$ cat src/hdl/lfd_pkg.sv
/*
  Shared constants and types of the link fault detector: amplitude trip
  points, ternary select codes, transition density limits and range control
  figures. Assumes the ternary pins have been resolved into two-bit codes
  upstream.
*/
package lfd_pkg;
  localparam int NUM_CH    = 4;        // Receive channels A to D
  localparam int CHAR_BITS = 10;       // Bits per received character
  localparam int AMP_W     = 10;       // Amplitude estimate in mV

  // Ternary select codes; the fourth code is treated like an open pin
  localparam logic [1:0] LFD_TRI_LOW  = 2'h0;
  localparam logic [1:0] LFD_TRI_MID  = 2'h1;
  localparam logic [1:0] LFD_TRI_HIGH = 2'h2;

  // Amplitude trip points, mV peak-to-peak differential
  localparam logic [AMP_W-1:0] LFD_TRIP_LOW_MV  = 10'h08C;  // 140 mV
  localparam logic [AMP_W-1:0] LFD_TRIP_MID_MV  = 10'h118;  // 280 mV
  localparam logic [AMP_W-1:0] LFD_TRIP_HIGH_MV = 10'h1A4;  // 420 mV

  // Transition density: six quiet characters allowed, three good to clear
  localparam logic [2:0] LFD_QUIET_LIMIT = 3'h6;
  localparam logic [1:0] LFD_GOOD_LAST   = 2'h2;  // Third good character index

  // Range control figures
  localparam int LFD_RANGE_PERIODS = 16000;  // Training clock periods
  localparam int LFD_TOL_PPM       = 1500;
  localparam int LFD_PPM_SCALE     = 1000000;
  localparam logic [4:0] LFD_MULT_LOW  = 5'h0A;  // Forced multiple x10
  localparam logic [4:0] LFD_MULT_HIGH = 5'h14;  // Forced multiple x20

  // Range control states
  typedef enum logic {LFD_RC_TRACK, LFD_RC_FORCE} lfd_rc_state_t;
endpackage

$ cat src/hdl/lfd_channel.sv
/*
  One receive channel of the link fault detector: line receiver selection,
  amplitude gate, transition density check, range control and the
  registered active-low fault flag. Assumes all inputs are synchronous to
  clk and that tick inputs are one-cycle enables.
*/
`timescale 1ns/100ps
module lfd_channel
  import lfd_pkg::*;
#(
  parameter int RANGE_PERIOD = LFD_RANGE_PERIODS
) (
  input  wire logic                 clk,
  input  wire logic                 nrst,
  input  wire logic                 enable,
  input  wire logic                 line_select,
  input  wire logic                 char_valid,
  input  wire logic [CHAR_BITS-1:0] char1,
  input  wire logic [CHAR_BITS-1:0] char2,
  input  wire logic [AMP_W-1:0]     amp1,
  input  wire logic [AMP_W-1:0]     amp2,
  input  wire logic [AMP_W-1:0]     amp_trip,
  input  wire logic                 train_tick,
  input  wire logic                 vco_tick,
  input  wire logic                 rate_high,
  output logic                      fault_n,
  output logic                      osc_force,
  output logic [CHAR_BITS-1:0]      cdr_char
);
  // Expected recovered ticks per interval and allowed error band
  localparam int EXP_L = RANGE_PERIOD;
  localparam int EXP_H = 2 * RANGE_PERIOD;
  localparam int TOL_L = EXP_L * LFD_TOL_PPM / LFD_PPM_SCALE;
  localparam int TOL_H = EXP_H * LFD_TOL_PPM / LFD_PPM_SCALE;
  localparam logic [16:0] MIN_L = 17'(EXP_L - TOL_L);
  localparam logic [16:0] MAX_L = 17'(EXP_L + TOL_L);
  localparam logic [16:0] MIN_H = 17'(EXP_H - TOL_H);
  localparam logic [16:0] MAX_H = 17'(EXP_H + TOL_H);
  localparam logic [16:0] LAST_TRAIN = 17'(RANGE_PERIOD - 1);

  typedef struct packed {
    logic                 last_bit;    // Last bit of previous character
    logic [2:0]           quiet_cnt;   // Characters without transition
    logic [1:0]           good_cnt;    // Adjacent characters with transitions
    logic                 dens_fault;  // Transition density fault
    logic [16:0]          train_cnt;   // Training periods in interval
    logic [16:0]          vco_cnt;     // Recovered ticks in interval
    lfd_rc_state_t        rc_state;    // Range control state
    logic                 range_ok;    // Last measurement in band
    logic                 osc_force;   // Oscillator forced to reference
    logic                 fault_n;     // Registered flag, low is fault
    logic [CHAR_BITS-1:0] cdr_char;    // Character routed to recovery
  } lfd_ch_state_t;

  lfd_ch_state_t st_reg;  // Current state
  lfd_ch_state_t st_next; // Next state

  logic [CHAR_BITS-1:0] sel_char;  // Character of the chosen receiver
  logic [AMP_W-1:0]     sel_amp;   // Amplitude of the chosen receiver
  logic                 has_trans; // Character holds a transition
  logic                 amp_ok;    // Amplitude above trip point
  logic                 in_band;   // Measured rate inside band
  logic [16:0]          vco_meas;  // Interval ticks including this cycle

  // Next state logic
  always_comb begin
    st_next   = st_reg;
    sel_char  = line_select ? char2 : char1;
    sel_amp   = line_select ? amp2 : amp1;
    amp_ok    = sel_amp > amp_trip;
    has_trans = |(sel_char ^ {sel_char[CHAR_BITS-2:0], st_reg.last_bit});
    // Boundary tick belongs to the closing interval, so the first interval
    // after enable or release counts as many ticks as a steady one
    vco_meas  = st_reg.vco_cnt + {16'h0000, vco_tick};
    in_band   = rate_high ? (vco_meas >= MIN_H && vco_meas <= MAX_H)
                          : (vco_meas >= MIN_L && vco_meas <= MAX_L);
    if (!enable) begin
      // Powered down: all monitors restart from scratch
      st_next          = '0;
      st_next.rc_state = LFD_RC_TRACK;
    end else begin
      if (char_valid) begin
        st_next.cdr_char = sel_char;
        st_next.last_bit = sel_char[CHAR_BITS-1];
        if (has_trans) begin
          st_next.quiet_cnt = '0;
        end else if (st_reg.quiet_cnt == LFD_QUIET_LIMIT) begin
          st_next.dens_fault = 1'b1;
        end else begin
          st_next.quiet_cnt = st_reg.quiet_cnt + 3'h1;
        end
        // Recovery needs three adjacent good characters
        if (st_reg.dens_fault) begin
          if (!has_trans) begin
            st_next.good_cnt = '0;
          end else if (st_reg.good_cnt == LFD_GOOD_LAST) begin
            st_next.dens_fault = 1'b0;
            st_next.good_cnt   = '0;
          end else begin
            st_next.good_cnt = st_reg.good_cnt + 2'h1;
          end
        end
      end
      // Count recovered ticks across the interval
      if (vco_tick && !(&st_reg.vco_cnt)) begin
        st_next.vco_cnt = st_reg.vco_cnt + 17'h00001;
      end
      if (train_tick) begin
        if (st_reg.train_cnt == LAST_TRAIN) begin
          // Interval boundary: sample, force or release
          st_next.train_cnt = '0;
          st_next.vco_cnt   = '0;
          case (st_reg.rc_state)
            LFD_RC_TRACK: begin
              st_next.range_ok = in_band;
              if (!in_band) begin
                st_next.rc_state  = LFD_RC_FORCE;
                st_next.osc_force = 1'b1;
              end
            end
            LFD_RC_FORCE: begin
              // Released; lock must show within the next interval
              st_next.rc_state  = LFD_RC_TRACK;
              st_next.osc_force = 1'b0;
              st_next.range_ok  = 1'b0;
            end
            default: begin
              st_next.rc_state = LFD_RC_TRACK;
            end
          endcase
        end else begin
          st_next.train_cnt = st_reg.train_cnt + 17'h00001;
        end
      end
    end
    // All four checks must pass together
    st_next.fault_n = enable
                    & amp_ok & ~st_reg.dens_fault
                    & st_reg.range_ok & ~st_reg.osc_force;
  end

  // State register
  always_ff @(posedge clk) begin
    if (!nrst) begin
      st_reg          <= '0;
      st_reg.rc_state <= LFD_RC_TRACK;
    end else begin
      st_reg <= st_next;
    end
  end

  assign fault_n   = st_reg.fault_n;
  assign osc_force = st_reg.osc_force;
  assign cdr_char  = st_reg.cdr_char;
endmodule

$ cat src/hdl/lfd_top.sv
/*
  Four channel link fault detector top: channel enable and self-test enable
  latches, amplitude trip selection, reference character tick multiplier,
  speed range decode and the per-channel monitors. Assumes every input is
  synchronous to CLK and tick inputs are one-cycle enables of CLK.
*/
//
// Summary of operation
// - Flag valid only when all four checks pass
// - Threshold select picks 140, 280, 420 mV
// - One threshold setting shared by all channels
// - Amplitude checked on the selected receiver only
// - Over six quiet characters raises the fault
// - Three adjacent good characters clear density fault
// - Out-of-band oscillator forced then released to relock
// - Sampling interval is 16000 training periods
// - Flag low while the oscillator is forced
// - Lock shows within one interval of valid input
// - Enable latch transparent on strobe, holds otherwise
// - Enable bit 3..0 map to channels D..A
// - One enables a channel, zero powers down
// - Disabled channel shows the fault level
// - Self-test latch takes the same enable bits
// - Speed select picks one of three rate ranges
// - Training clock at one tenth or twentieth rate
// - Multiplier makes character ticks for every channel
// - Line select routes one receiver to recovery
//
`timescale 1ns/100ps
module lfd_top
  import lfd_pkg::*;
#(
  parameter int RANGE_PERIOD = LFD_RANGE_PERIODS,  // Training periods per interval
  parameter int TICK_CNT_W   = 8                   // Width of the tick spacing counter
) (
  input  wire logic                          CLK,
  input  wire logic                          NRST,
  input  wire logic [NUM_CH-1:0]             CHANNEL_BIT_ENABLES,
  input  wire logic                          RX_ENABLE_LATCH_STROBE,
  input  wire logic                          SELFTEST_LATCH_STROBE,
  input  wire logic [1:0]                    AMPLITUDE_THRESHOLD_SELECT,
  input  wire logic [1:0]                    SPEED_RANGE_SELECT,
  input  wire logic                          TRAINING_RATE_SELECT,
  input  wire logic                          TRAINING_CLOCK_TICK,
  input  wire logic [NUM_CH-1:0]             LINE_INPUT_SELECT,
  input  wire logic [NUM_CH-1:0]             CHAR_VALID,
  input  wire logic [NUM_CH*CHAR_BITS-1:0]   LINE1_CHAR,
  input  wire logic [NUM_CH*CHAR_BITS-1:0]   LINE2_CHAR,
  input  wire logic [NUM_CH*AMP_W-1:0]       LINE1_AMPLITUDE,
  input  wire logic [NUM_CH*AMP_W-1:0]       LINE2_AMPLITUDE,
  input  wire logic [NUM_CH-1:0]             RECOVERED_CHAR_TICK,
  output logic      [NUM_CH-1:0]             LINK_FAULT_FLAG_N,
  output logic      [NUM_CH-1:0]             OSC_FORCE,
  output logic      [NUM_CH*CHAR_BITS-1:0]   CDR_CHAR,
  output logic      [NUM_CH-1:0]             CHANNEL_ENABLE,
  output logic      [NUM_CH-1:0]             SELFTEST_ENABLE,
  output logic      [4:0]                    FORCE_MULTIPLE,
  output logic                               CHAR_RATE_TICK,
  output logic      [1:0]                    SPEED_RANGE,
  output logic                               RESERVED_CONFIG
);

  // Whole top-level state in one record
  typedef struct packed {
    logic [NUM_CH-1:0]     rx_en;       // Receive channel enable latch
    logic [NUM_CH-1:0]     st_en;       // Self-test channel enable latch
    logic [AMP_W-1:0]      amp_trip;    // Shared amplitude trip point
    logic [1:0]            speed;       // Decoded speed range
    logic                  reserved;    // Unsupported select combination
    logic [4:0]            mult;        // Forced oscillator multiple
    logic [TICK_CNT_W-1:0] period_cnt;  // Cycles since last training tick
    logic [TICK_CNT_W-1:0] half_pt;     // Half of the last training period
    logic                  char_tick;   // Reference character tick
    logic                  rate_high;   // Registered training rate select
  } lfd_top_state_t;

  lfd_top_state_t st_reg;  // Current state
  lfd_top_state_t st_next; // Next state

  // Top-level next state logic
  always_comb begin
    st_next = st_reg;

    // Latches follow the bits while the strobe is high
    if (RX_ENABLE_LATCH_STROBE) begin
      st_next.rx_en = CHANNEL_BIT_ENABLES;
    end
    if (SELFTEST_LATCH_STROBE) begin
      st_next.st_en = CHANNEL_BIT_ENABLES;
    end

    // One trip point for every channel
    case (AMPLITUDE_THRESHOLD_SELECT)
      LFD_TRI_LOW:  st_next.amp_trip = LFD_TRIP_LOW_MV;
      LFD_TRI_HIGH: st_next.amp_trip = LFD_TRIP_HIGH_MV;
      default:      st_next.amp_trip = LFD_TRIP_MID_MV;
    endcase

    // Speed range: open pin code counts as middle
    case (SPEED_RANGE_SELECT)
      LFD_TRI_LOW:  st_next.speed = LFD_TRI_LOW;
      LFD_TRI_HIGH: st_next.speed = LFD_TRI_HIGH;
      default:      st_next.speed = LFD_TRI_MID;
    endcase
    // Flag only; the rest of the logic is not altered by it
    st_next.reserved = (SPEED_RANGE_SELECT == LFD_TRI_LOW) && TRAINING_RATE_SELECT;

    // Forced multiple follows the training ratio
    st_next.rate_high = TRAINING_RATE_SELECT;
    st_next.mult      = TRAINING_RATE_SELECT ? LFD_MULT_HIGH : LFD_MULT_LOW;

    // Character tick multiplier: a training tick gives one character tick,
    // at the half rate a second one midway through the measured period
    if (TRAINING_CLOCK_TICK) begin
      st_next.period_cnt = '0;
      st_next.half_pt    = st_reg.period_cnt >> 1;
      st_next.char_tick  = 1'b1;
    end else begin
      if (!(&st_reg.period_cnt)) begin
        st_next.period_cnt = st_reg.period_cnt + TICK_CNT_W'(1);
      end
      // Midpoint tick only when a period has actually been measured
      st_next.char_tick = st_reg.rate_high && (st_reg.half_pt != '0)
                        && (st_reg.period_cnt == st_reg.half_pt);
    end
  end

  // Top-level state register
  always_ff @(posedge CLK) begin
    if (!NRST) begin
      st_reg          <= '0;
      st_reg.amp_trip <= LFD_TRIP_MID_MV;
      st_reg.speed    <= LFD_TRI_MID;
      st_reg.mult     <= LFD_MULT_LOW;
    end else begin
      st_reg <= st_next;
    end
  end

  // Outputs straight from state flops
  assign CHANNEL_ENABLE  = st_reg.rx_en;
  assign SELFTEST_ENABLE = st_reg.st_en;
  assign SPEED_RANGE     = st_reg.speed;
  assign RESERVED_CONFIG = st_reg.reserved;
  assign FORCE_MULTIPLE  = st_reg.mult;
  assign CHAR_RATE_TICK  = st_reg.char_tick;

  // Independent monitor per channel; bit i is channel A+i
  genvar gi;
  generate
    for (gi = 0; gi < NUM_CH; gi++) begin : g_ch
      lfd_channel #(
        .RANGE_PERIOD (RANGE_PERIOD)
      ) u_ch (
        .clk         (CLK),
        .nrst        (NRST),
        .enable      (st_reg.rx_en[gi]),
        .line_select (LINE_INPUT_SELECT[gi]),
        .char_valid  (CHAR_VALID[gi]),
        .char1       (LINE1_CHAR[gi*CHAR_BITS +: CHAR_BITS]),
        .char2       (LINE2_CHAR[gi*CHAR_BITS +: CHAR_BITS]),
        .amp1        (LINE1_AMPLITUDE[gi*AMP_W +: AMP_W]),
        .amp2        (LINE2_AMPLITUDE[gi*AMP_W +: AMP_W]),
        .amp_trip    (st_reg.amp_trip),
        .train_tick  (TRAINING_CLOCK_TICK),
        .vco_tick    (RECOVERED_CHAR_TICK[gi]),
        .rate_high   (st_reg.rate_high),
        .fault_n     (LINK_FAULT_FLAG_N[gi]),
        .osc_force   (OSC_FORCE[gi]),
        .cdr_char    (CDR_CHAR[gi*CHAR_BITS +: CHAR_BITS])
      );
    end
  endgenerate
endmodule

$ cat config.mk
export PLATFORM = sky130hd
export DESIGN_NAME = lfd_top
export DESIGN_NICKNAME = d
export VERILOG_FILES = /design/src/hdl/lfd_pkg.sv /design/src/hdl/lfd_channel.sv /design/src/hdl/lfd_top.sv
export SDC_FILE = /design/constraint.sdc
export NUM_CORES = 1
export LEC_CHECK = 0
export BUFFER_PORTS_ARGS = -buffer_cell sky130_fd_sc_hd__buf_2
export CAP_MARGIN = 15
export CORE_MARGIN = 2
export CORE_UTILIZATION = 59
export CTS_BUF_LIST = sky130_fd_sc_hd__clkbuf_4 sky130_fd_sc_hd__clkbuf_8
export CTS_CLUSTER_DIAMETER = 200
export DETAILED_ROUTE_END_ITERATION = 12
export PLACE_DENSITY = 0.93
export SETUP_SLACK_MARGIN = 0.3
export SLEW_MARGIN = 40
export SYNTH_ARGS = -nofsm -noshare
export SYNTH_HDL_FRONTEND = slang
export SYNTH_SLANG_ARGS = --single-unit
$ cat constraint.sdc
create_clock -name CLK -period 4.38 [get_ports CLK]
set_clock_uncertainty 0.05 [all_clocks]
set_input_delay 0.876 -clock CLK [delete_from_list [all_inputs] [get_ports CLK]]
set_output_delay 0.876 -clock CLK [all_outputs]
set_load 0.02 [all_outputs]
# Word-level counts from Yosys, hierarchy flattened
# Index checks and enable logic that the tools add are counted.
[classes] bitwise=33 muxes=80 eq_ne=23 add_sub_neg=21 order_cmp=20 reduce_logical=52
[op_table] op="2-to-1 mux 20 bit" n=8
[op_table] op="adder 17 x 1 -> 17 bit, second input constant" n=8
[op_table] op="2-to-1 mux 17 bit" n=8
[op_table] op="2-to-1 mux 10 bit" n=8
[op_table] op="adder 17 x 1 -> 17 bit" n=4
[op_table] op="== test 17 x 14 -> 1 bit, second input constant" n=4
[op_table] op="greater-or-equal comparator 17 x 14 -> 1 bit, second input constant" n=4
[op_table] op="greater-or-equal comparator 17 x 15 -> 1 bit, second input constant" n=4
[op_table] op="<= comparator 17 x 14 -> 1 bit, second input constant" n=4
[op_table] op="<= comparator 17 x 15 -> 1 bit, second input constant" n=4
[op_table] op="AND reduction 17 bit" n=4
[op_table] op="greater-than comparator 10 bit" n=4
[op_table] op="OR reduction 10 bit" n=4
[op_table] op="XOR 10 bit" n=4
[op_table] op="2-to-1 mux 1 bit" n=33
[op_table] op="AND reduction 2 bit" n=16
[op_table] op="2-to-1 mux 3 bit" n=8
[op_table] op="case mux 3 bit (2 select lines)" n=4
[op_table] op="case mux 9 bit (2 select lines)" n=1
[op_table] op="bitwise AND 1 bit" n=16
[op_table] op="2-to-1 mux 2 bit" n=8
[op_table] op="logical AND 1 bit" n=15
[op_table] op="NOT 1 bit" n=13
[op_table] op="adder 3 x 1 -> 3 bit, second input constant" n=4
[op_table] op="other kinds (15)" n=39
[totals] in_bits=186 output_inout_bits=65 regBits=263

# Logic depth before layout (Yosys ltp)
# Gate-level depths: netlist of the first run.
[depth] ltp_word=8 mapped_depth=14 depth_no_buf=12

# Modules after synthesis
# Synthesis of the first run repeated with hierarchy kept, for this count alone.
[unflattened] cells_unflattened=2012 area_unflattened_um2=16183.0
[by_module_without_submodules] module="lfd_channel (g_ch[0].u_ch ...)" instances=3 area_each_um2=3672.3 cells_each=464
[by_module_without_submodules] module="lfd_channel (g_ch[3].u_ch)" instances=1 area_each_um2=3721.1 cells_each=475
[by_module_without_submodules] module="lfd_top" instances=1 area_each_um2=1445.1 cells_each=145

# Worst setup path after synthesis of the first run
# No wires, ideal clock.
[synth_path] kind="in2reg" start="in LINE_INPUT_SELECT[0]" end="reg g_ch[0].u_ch.st_reg, in the netlist g_ch[0].u_ch.fault_n" n_path_buf=3 arrival_ns=3.394 path_stages=12 setup_ns=0.121 setup_slack_ns=0.815 t_required_ns=4.209 path_cell_list="clkbuf_1 buf_1 buf_1 mux2_2 ha_1 nor2b_1 o21a_1 o21ai_0 a21boi_0 o21a_1 o22ai_1 a21oi_1"
[synth_via] elab_chain_len=6
[synth_rtl] element="start: declaration" line="lfd_top.sv:45" source="input wire logic [NUM_CH-1:0] LINE_INPUT_SELECT,"
[synth_rtl] element="2-to-1 mux 10 bit" line="lfd_channel.sv:69" source="sel_amp = line_select ? amp2 : amp1;"
[synth_rtl] element="greater-than comparator 10 bit" line="lfd_channel.sv:70" source="amp_ok = sel_amp > amp_trip;"
[synth_rtl] element="bitwise AND 1 bit (2 in a row)" line="lfd_channel.sv:138" source="& amp_ok & ~st_reg.dens_fault"
[synth_rtl] element="bitwise AND 1 bit (2 in a row)" line="lfd_channel.sv:139" source="& st_reg.range_ok & ~st_reg.osc_force;"
[synth_rtl] element="end signal: assignment" line="lfd_channel.sv:148" source="st_reg <= st_next;"
[synth_rtl] element="end: declaration" line="lfd_channel.sv:55" source="lfd_ch_state_t st_reg;"
# Every way passes these cells.
# A chain may end at the register's enable or synchronous reset.

# Worst setup path in the final report of the first run
[layout_path] start="reg g_ch[2].u_ch.st_reg[14] in the netlist's numbering" end="reg g_ch[2].u_ch.st_reg[13] in the netlist's numbering"
[layout_via] elab_chain_len=6 elab_cells_between_ends=10
[layout_rtl] element="start: declaration" line="lfd_channel.sv:55"
[layout_rtl] element="start signal: assignment" line="lfd_channel.sv:148"
[layout_rtl] element="adder 17 x 1 -> 17 bit (*)" line="lfd_channel.sv:74" source="vco_meas = st_reg.vco_cnt + {16'h0000, vco_tick};"
[layout_rtl] element="greater-or-equal comparator 17 x 14 -> 1 bit, or another cell as far along" line="lfd_channel.sv:76" source=": (vco_meas >= MIN_L && vco_meas <= MAX_L);"
[layout_rtl] element="logical AND 1 bit, on equally long branches" line="lfd_channel.sv:76, lfd_channel.sv:75"
[layout_rtl] element="2-to-1 mux 1 bit (*)" line="lfd_channel.sv:75" source="in_band = rate_high ? (vco_meas >= MIN_H && vco_meas <= MAX_H)"
[layout_rtl] element="2-to-1 mux 1 bit (*)" line="lfd_channel.sv:116" source="if (!in_band) begin"
[layout_rtl] element="case mux 3 bit (2 select lines) (*)" line="lfd_channel.sv:113" source="case (st_reg.rc_state)"
# Every way passes the cells marked *; elsewhere a longest branch is shown, timed or not.

==> flow_summary_export.csv, run 1 <==
group,metric,value,unit
sta,hold_viol_final,0,
sta,fmax,327,MHz
die,die_h,163,microns
cells_and_area,layout.cells.non_filler,2322,
placed_design,hpwl,28600,microns
cts,hold_buffers,0,
die,num_io_pins,251,
worst_setup_path,critPathTopFamily,"simple AND/OR/NAND/NOR gates",
die,start_util,59.5,%
worst_setup_path,cp-start-kind,"register",
route,drt_iter0_drc,1078,
route,vias,13794,
cells_and_area,layout_commonest_cell,"nor2_1",
sta,min_period_over_period,69.9,%
route,viasPerCell,5.94,
worst_setup_path,crit_fanout,8,
synth,synthesis.nets,2061,
worst_hold_path,hold_path_class,"reg2reg",
sta,finalSetupViolations,0,
placed_design,gp_congestion,0.959,
sta,post-route-min-period,3.06,ns
synth,synth_cell_types,77,
synth,synthFlopType,"dfxtp_1",
cts,path_clk_slew,0.07,ns
synth,synth_warnings,0,
global_routing,antenna_found_initial,3,
cells_and_area,n_fill_cell,2025,
global_routing,overflow,0,
pwr,leakage,6.36,nW
cts,clk_latency,0.58,ns
synth,synth_seq_cells,250,
pwr,internal_power,3.87,mW
pwr,irDropWorstVdd,0.000273,V
placed_design,port-buffer-count,249,
worst_setup_path,slowest_stage,"or4_1",
global_routing,grt_pass1_vias,13366,
placed_design,dpl.cell_count,2243,
worst_setup_path,cp.required,4.74,ns
route,drt-wirelength-per-cell,16.9,microns
synth,syn-cell-area,0.0149,sq mm
cts,post_cts_resized,0,
cts,cts_setup_buffers,0,
route,final_antenna_net_count,0,
synth,synth-edff-count,0,
synth,yosysSeqAreaShare,33.7,%
worst_setup_path,arrival,3.42,ns
sta,rsz0062_at_grt,"false",
cts,cts_sinks,250,
synth,syn_area_per_cell,8.16,sq um
sta,timing.setup.tns,0,ns
cells_and_area,syn2layout_area_growth,12.1,%
pwr,power.switching,1.26,mW
pwr,switching_share,24.6,%
worst_setup_path,crit_chain,"ha_1, ha_1, nand3_1, nor2_1, and4_1, xor2_1, or4_1, o21ai_1, a211oi_1",
route,drtPass1Iterations,5,
cts,h-tree-depth,2,
route,drcViolationCount,0,
cells_and_area,final_nets,2196,
pwr,pwr-share-comb,8.3,%
cells_and_area,layout-drive-gt1-share,19.6,%
cts,cts.path.max_buffers,3,
sta,max_slew_margin,47.0,%
status,run_status,"finished, final reports clean",
cells_and_area,layout_common_cells,"nor2_1 (266), dfxtp_1 (250), buf_2 (249)",
worst_setup_path,cp_num_buf_inv,0,
worst_setup_path,cp-end-kind,"register",
route,drt-total-wl,39200,microns
global_routing,grt_usage,29.1,%
pwr,power_density,308,mW/mm^2
synth,syn_inst,1822,
cts,cts_root_buf,"clkbuf_8",
die,die-area,0.0265,sq mm
synth,synth-async-reset-ratio,0,%
pwr,p_seq_share,45.0,%
worst_setup_path,slowest_delay,0.47,ns
sta,final-max-slew-violation-count,0,
worst_setup_path,cpMostUsedCell,"ha_1",
global_routing,grt_pass1_wl,64200,microns
global_routing,grt_max_degree,32,
cells_and_area,largest_reg_flops,168,
cts,numCtsBuffers,42,
pwr,clock_power_share,46.7,%
worst_setup_path,crit_type,"reg2reg",
cells_and_area,multi_input_area,0.00885,sq mm
flow_run,maxCapViolCount,0,
cells_and_area,regArea,0.00500,sq mm
cts,tritoncts,"yes",
die,core_area,0.0250,sq mm
die,die_w,163,microns
sta,tightest_slew,0.794,ns
die,std_cell_rows,58,
==> area by class of cell <==
class                      instances  share of cell area, %
antenna                            2                 0.0300
clock buffer                      60                   4.69
clock inverter                    17                   1.22
inverter                          32                  0.721
multi-input combinational       1377                   53.1
sequential                       250                   30.0
tap                              330                   2.48
timing repair buffer             254                   7.70
==> synth_stat cells (28+ instances only) <==
cell type | n | share of area, %
nor2_1 | 266 | 6.7
dfxtp_1 | 250 | 34
nand2_1 | 129 | 3.3
nand3_1 | 98 | 3.3
xor2_1 | 86 | 5.1
clkbuf_1 | 75 | 1.9
xnor2_1 | 75 | 4.4
mux2i_1 | 66 | 4.4
buf_4 | 63 | 3.2
nand4_1 | 57 | 2.4
ha_1 | 53 | 4.5
nor3_1 | 49 | 1.7
a211oi_1 | 48 | 2.4
a21oi_1 | 48 | 1.6
o21ai_0 | 47 | 1.6
nor2b_1 | 39 | 1.6
inv_1 | 30 | 0.76
nor4_1 | 28 | 1.2
==> metrics by stage <==
stage	instance area (sq um)	hold WS (ns)	total power [mW]	worst slack, ns	util (%)
2_1_floorplan	14900	0.382	2.62	0.815	-
3_3_place_gp	15700	0.404	2.76	1.01	62.7
3_5_place_dp	15700	0.423	2.78	0.853	62.8
4_1_cts	16700	0.412	5.17	1.36	66.7
5_1_grt	16700	0.430	5.30	1.13	66.7
6_report	16700	0.430	5.14	1.32	66.7
==> worst paths after layout <==
| kind | from | end | slack [ns] | depth (start not counted) |
|---|---|---|---|---|
| worst max-delay path | g_ch[2].u_ch.st_reg[14]$_SDFF_PN0_ | g_ch[2].u_ch.st_reg[13]$_SDFFE_PN0P_ | 1.32 | 9 |
| worst min register to register | g_ch[0].u_ch.cdr_char[2]$_SDFFE_PN0P_ | g_ch[0].u_ch.cdr_char[2]$_SDFFE_PN0P_ | 0.43 | 2 |
| worst min-delay path | g_ch[0].u_ch.cdr_char[2]$_SDFFE_PN0P_ | g_ch[0].u_ch.cdr_char[2]$_SDFFE_PN0P_ | 0.43 | 2 |
| worst max register to register | g_ch[2].u_ch.st_reg[14]$_SDFF_PN0_ | g_ch[2].u_ch.st_reg[13]$_SDFFE_PN0P_ | 1.32 | 9 |
==> per-layer routing <==
metal | vias up | track usage [%] | wire, microns
met3 | 90 | 4.53 | 2220
met2 | 477 | 50.9 | 19000
met5 | - | 0 | 12
li1 | 6688 | - | -
met1 | 6537 | 36.2 | 16700
met4 | 2 | 10.5 | 1240
==> worst min-delay path: cells and delay by family, from the launching register on <==
kind	cells	cell delay [ns]
compound gates	1	0.05
flops	1	0.31
simple gates	1	0.08
==> power by group through the flow <==
stage	clock network, mW	logic, mW	registers, mW
2_1_floorplan	0	0.262	2.36
3_3_place_gp	0	0.401	2.36
3_5_place_dp	0	0.416	2.36
4_1_cts	2.44	0.419	2.31
5_1_grt	2.52	0.464	2.31
6_report	2.40	0.427	2.31
==> kinds of logic (layout without fill, tap and decap cells) <==
group	count (synthesis)	after routing	share of synthesized area (%)
AND/OR/NAND/NOR	801	801	26.8
AO/OA/AOI/OAI	270	270	12.3
XOR/XNOR	162	162	9.60
multiplexers	90	90	6.26
flip-flops	250	250	33.7
other	1	3	0.0252
buffers and inverters	195	363	6.84
adder cells (fa/ha/maj)	53	53	4.46
(Power assumes the default switching activity.)
==> inputs of run 2 (changes only) <==
- clock period: 4.38 -> 3.1 ns (I/O delays scaled with it)
==> flow_summary_export.csv, run 2 (synthesis results as in run 1) <==
group,metric,value,unit
cells_and_area,syn2layout_area_growth,13.5,%
status,run_status,"finished, final reports clean",
worst_setup_path,crit_fanout,9,
cells_and_area,layout_commonest_cell,"nor2_1",
route,final_antenna_net_count,0,
sta,fmax,380,MHz
pwr,power.switching,1.75,mW
cts,path_clk_slew,0.06,ns
sta,max_slew_margin,63.3,%
worst_hold_path,hold_path_class,"in2reg",
cts,tritoncts,"yes",
route,viasPerCell,5.87,
sta,min_period_over_period,84.9,%
global_routing,grt_usage,29.0,%
sta,finalSetupViolations,0,
pwr,total_power,7.07,mW
sta,rsz0062_at_grt,"false",
cells_and_area,largest_reg_flops,168,
cells_and_area,final_nets,2230,
pwr,p_seq_share,46.2,%
die,core_area,0.0250,sq mm
cts,cts_root_buf,"clkbuf_8",
sta,hold_viol_final,0,
sta,tightest_slew,0.535,ns
cts,cts.path.max_buffers,3,
sta,timing.hold.ws,0.204,ns
cts,h-tree-depth,2,
cells_and_area,regArea,0.00500,sq mm
cells_and_area,layout_common_cells,"nor2_1 (263), dfxtp_1 (250), buf_2 (249)",
cts,cts_sinks,250,
global_routing,grt_pass1_vias,13177,
cells_and_area,utilization,67.6,%
cts,numCtsBuffers,43,
pwr,irDropWorstVdd,0.000368,V
worst_setup_path,rr_startpoint,"g_ch[3].u_ch.st_reg[20]$_SDFF_PN0_",
pwr,switching_share,24.7,%
placed_design,hpwl,29200,microns
placed_design,gp_congestion,0.969,
worst_setup_path,cp-end-kind,"register",
route,drt_iter0_drc,1221,
route,drtPass1Iterations,7,
die,start_util,59.5,%
pwr,power_density,419,mW/mm^2
die,die-area,0.0265,sq mm
worst_hold_path,min_from,"SPEED_RANGE_SELECT[0]",
cts,hold_buffers,0,
route,drcViolationCount,0,
die,num_io_pins,251,
route,drt-wirelength-per-cell,16.9,microns
global_routing,grt_max_degree,32,
pwr,clock_power_share,45.1,%
flow_run,maxCapViolCount,0,
cells_and_area,multi_input_area,0.00888,sq mm
sta,final-max-slew-violation-count,0,
sta,timing.setup.tns,0,ns
worst_setup_path,arrival,3.00,ns
worst_setup_path,r2r_slack,0.47,ns
worst_setup_path,cp.required,3.47,ns
cells_and_area,n_fill_cell,1989,
pwr,internal_power,5.32,mW
route,vias,13826,
die,die_w,163,microns
worst_setup_path,cp-start-kind,"register",
pwr,pwr-share-comb,8.7,%
global_routing,grt_pass1_wl,63500,microns
cells_and_area,layout-drive-gt1-share,21.4,%
global_routing,antenna_found_initial,6,
placed_design,port-buffer-count,249,
pwr,leakage,6.50,nW
die,std_cell_rows,58,
worst_setup_path,crit_type,"reg2reg",
sta,post-route-min-period,2.63,ns
global_routing,overflow,0,
die,die_h,163,microns
route,drt-total-wl,39900,microns
cts,clk_latency,0.57,ns
worst_setup_path,cp-startpoint,"g_ch[3].u_ch.st_reg[20]$_SDFF_PN0_",
[run 2: cell count changes in the layout (fill, tap and decap cells not counted), moves of 3 or more]
cell / change
buf_4: +33
clkbuf_4: +6
clkinvlp_4: -3
diode_2: +3
ha_1: -5
ha_2: +5
nand2_1: +3
nand2_2: -3
nor2_1: -3
nor2_2: +3
[run 2: power groups by stage]
stage	clock, mW	combinational [mW]	sequential, mW
after floorplan	0	0.376	3.33
after global placement	0	0.586	3.33
after detailed placement	0	0.601	3.34
after CTS	3.23	0.605	3.27
after global routing	3.38	0.667	3.27
final	3.19	0.616	3.27
[run 2: cell type report]
class,count,share of cell area (%)
multi-input cells,1377,52.6
diodes,5,0.0741
clock buffers,64,4.74
repair buffers,287,9.08
well taps,330,2.45
inverters,32,0.712
flip-flops and latches,250,29.7
clock inverters,12,0.652
[run 2: critical path, cell delays in order, from the launching register on]
cell and delay, ns:
dfxtp_1 0.39, and3_1 0.29, nand2_2 0.16, nor3_1 0.07, ha_1 0.20, nor2b_1 0.15, and4_1 0.32, nand3_1 0.24
nor3_2 0.28, buf_4 0.16, xnor2_1 0.11, nor2_1 0.07
[run 2: routing by layer]
metal / vias up / GRT usage [%] / share of wire, %
met4: 4 / 11.7 / 3.1
met1: 6419 / 35.8 / 42
met2: 544 / 49.9 / 48
li1: 6750 / - / -
met3: 109 / 5.40 / 7.3
met5: - / 0 / 0.068
[run 2: final timing paths]
check / end / depth (start not counted)
hold / removal: RESERVED_CONFIG$_SDFF_PN0_ / 2
hold reg to reg: g_ch[0].u_ch.st_reg[12]$_SDFFE_PN0P_ / 2
setup reg to reg: g_ch[3].u_ch.st_reg[27]$_SDFF_PN0_ / 11
setup / recovery: g_ch[3].u_ch.st_reg[27]$_SDFF_PN0_ / 11
[run 2: through the flow]
step           area [sq um]  cells  setup WS [ns]
4_1_cts               16800   2351          0.401
5_1_grt               16900   2357          0.304
6_report              16900   2357          0.468
2_1_floorplan         14900   1822          0.270
3_5_place_dp          15900   2275          0.138
3_3_place_gp          15900   2275          0.229
[run 2: what timing repair did]
action                                 CTS  global route
setup endpoints to repair                0            13
gates resized for setup                  0            11
endpoints found under the hold margin    0             0
buffers inserted                         0             1
==> inputs of run 3 (changes only) <==
- CORE_UTILIZATION: 59 -> 53
- PLACE_DENSITY: 0.93 -> 0.89
- clock period: 3.1 -> 2.12 ns (I/O delays scaled with it)
==> flow_summary_export.csv, run 3 (synthesis results as in run 1) <==
group,metric,value,unit
die,die_h,171,microns
worst_setup_path,cp_num_buf_inv,1,
worst_setup_path,cp-start-kind,"register",
cells_and_area,syn2layout_area_growth,38.6,%
cts,numCtsBuffers,44,
sta,timing.hold.ws,0.0238,ns
worst_hold_path,hold_path_class,"in2reg",
global_routing,grt_pass1_vias,14879,
worst_setup_path,cp.required,2.52,ns
global_routing,grt_max_degree,32,
sta,max_slew_margin,56.6,%
placed_design,gp_congestion,0.922,
die,die_w,171,microns
global_routing,grt.met1_usage,32.6,%
sta,min_period_over_period,111,%
cells_and_area,final_nets,2469,
cts,cts.path.max_buffers,3,
route,vias,16181,
worst_setup_path,slowest_delay,0.36,ns
route,drtPass1Iterations,8,
sta,finalSetupViolations,18,
sta,final-max-slew-violation-count,0,
sta,final.setup.worst_slack,-0.227,ns
cells_and_area,layout_common_cells,"buf_2 (243), nor2_1 (240), buf_4 (226)",
worst_setup_path,crit_chain,"ha_4, ha_4, buf_4, and3_4, o211ai_1, o311ai_2, a211oi_2, o2111ai_2, o21ai_2, a211oi_1",
route,drt-wirelength-per-cell,19.7,microns
route,final_antenna_net_count,0,
die,num_io_pins,251,
sta,post-route-min-period,2.35,ns
sta,rsz0062_at_grt,"true",
die,core_area,0.0277,sq mm
placed_design,hpwl,31200,microns
cells_and_area,largest_reg_flops,168,
pwr,leakage,8.19,nW
status,failed_checks,"setup timing",
sta,hold_viol_final,0,
cts,cts_sinks,250,
global_routing,grt_pass1_wl,70800,microns
cts,cts_root_buf,"clkbuf_8",
die,start_util,53.6,%
global_routing,overflow,0,
cts,path_clk_slew,0.07,ns
die,die-area,0.0294,sq mm
worst_setup_path,critPathTopFamily,"compound AO/OA/AOI/OAI gates",
pwr,total_power,10.7,mW
cells_and_area,layout_commonest_cell,"buf_2",
worst_setup_path,slowest_stage,"dfxtp_4",
worst_setup_path,arrival,2.74,ns
global_routing,grtUsageMet3,6.70,%
route,drcViolationCount,0,
worst_setup_path,cp-end-kind,"register",
route,drt-total-wl,52000,microns
cells_and_area,utilization,74.3,%
cts,tritoncts,"yes",
global_routing,grt.busiest_layer,"met2",
placed_design,port-buffer-count,249,
die,std_cell_rows,61,
sta,fmax,426,MHz
cells_and_area,layout-drive-gt1-share,41.1,%
route,drt_iter0_drc,1289,
global_routing,grt_usage,29.4,%
pwr,irDropWorstVdd,0.000439,V
worst_setup_path,r2r_slack,-0.23,ns
pwr,power_density,518,mW/mm^2
global_routing,globalRouteMet2Util,52.1,%
global_routing,antenna_found_initial,2,
flow_run,maxCapViolCount,0,
worst_setup_path,cpMostUsedCell,"ha_4",
cts,h-tree-depth,2,
cts,clk_latency,0.57,ns
route,viasPerCell,6.13,
worst_setup_path,crit_fanout,4,
status,run_status,"finished, violations left",
worst_setup_path,crit_type,"reg2reg",
sta,tightest_slew,0.650,ns
-- run 3: changes by cell type in the layout (fill, tap and decap cells not counted), sizes merged --
cell	change
buf	+231
bufinv	-1
clkbuf	+5
clkinv	-3
clkinvlp	+1
diode	-4
dlygate4sd3	+3
inv	+1
-- run 3: worst paths after layout --
path / from / endpoint / cells past startpoint
worst max-delay path: g_ch[2].u_ch.st_reg[14]$_SDFF_PN0_ / g_ch[2].u_ch.st_reg[13]$_SDFFE_PN0P_ / 10
worst min-delay path: TRAINING_RATE_SELECT / FORCE_MULTIPLE[3]$_SDFF_PN1_ / 2
worst max register to register: g_ch[2].u_ch.st_reg[14]$_SDFF_PN0_ / g_ch[2].u_ch.st_reg[13]$_SDFFE_PN0P_ / 10
worst min register to register: g_ch[3].u_ch.st_reg[51]$_SDFFE_PN0P_ / g_ch[3].u_ch.st_reg[51]$_SDFFE_PN0P_ / 2
-- run 3: layout make-up --
type | count | area, sq um
Antenna cell | 1 | 2.50
Clock buffer | 65 | 845
Clock inverter | 10 | 83.8
Fill cell | 1747 | 7110
Inverter | 32 | 123
Multi-Input combinational cell | 1377 | 10300
Sequential cell | 250 | 5090
Tap cell | 378 | 473
Timing Repair Buffer | 525 | 3630
-- run 3: power breakdown --
| part | switching, mW | internal [mW] |
|---|---|---|
| logic | 0.624 | 0.523 |
| clock network | 2.08 | 2.67 |
| registers | 0.0384 | 4.73 |
-- run 3: metrics by stage --
| step | worst slack, ns | instances | cell area [sq um] | setup TNS [ns] |
|---|---|---|---|---|
| after global routing | -0.309 | 2638 | 20600 | -5.01 |
| after CTS | -0.156 | 2587 | 19400 | -0.622 |
| after floorplan | -0.328 | 1822 | 15700 | -2.73 |
| after global placement | -0.355 | 2471 | 17600 | -6.29 |
| final | -0.227 | 2638 | 20600 | -2.62 |
| after detailed placement | -0.425 | 2471 | 17600 | -9.01 |
-- run 3: layer usage --
metal / vias to the layer above / part of all wire [%]
met5: - / 0.025
met4: 2 / 6.3
met3: 318 / 8.9
met2: 1024 / 49
met1: 7594 / 36
li1: 7243 / -
-- run 3: worst reg2reg max path, cell delays in order (launching register included) --
cell and delay [ns]:
dfxtp_4 0.36, ha_4 0.18, ha_4 0.18, buf_4 0.14
and3_4 0.20, o211ai_1 0.17, o311ai_2 0.21, a211oi_2 0.36
o2111ai_2 0.17, o21ai_2 0.12, a211oi_1 0.09
-- run 3: repair_timing --
item	in CTS	in global routing
buffers inserted	37	47
setup endpoints to repair	121	159
cloned	1	3
hold buffers	3	0
endpoints found under the hold margin	2	0
pin swaps	81	119
resized for setup	146	165
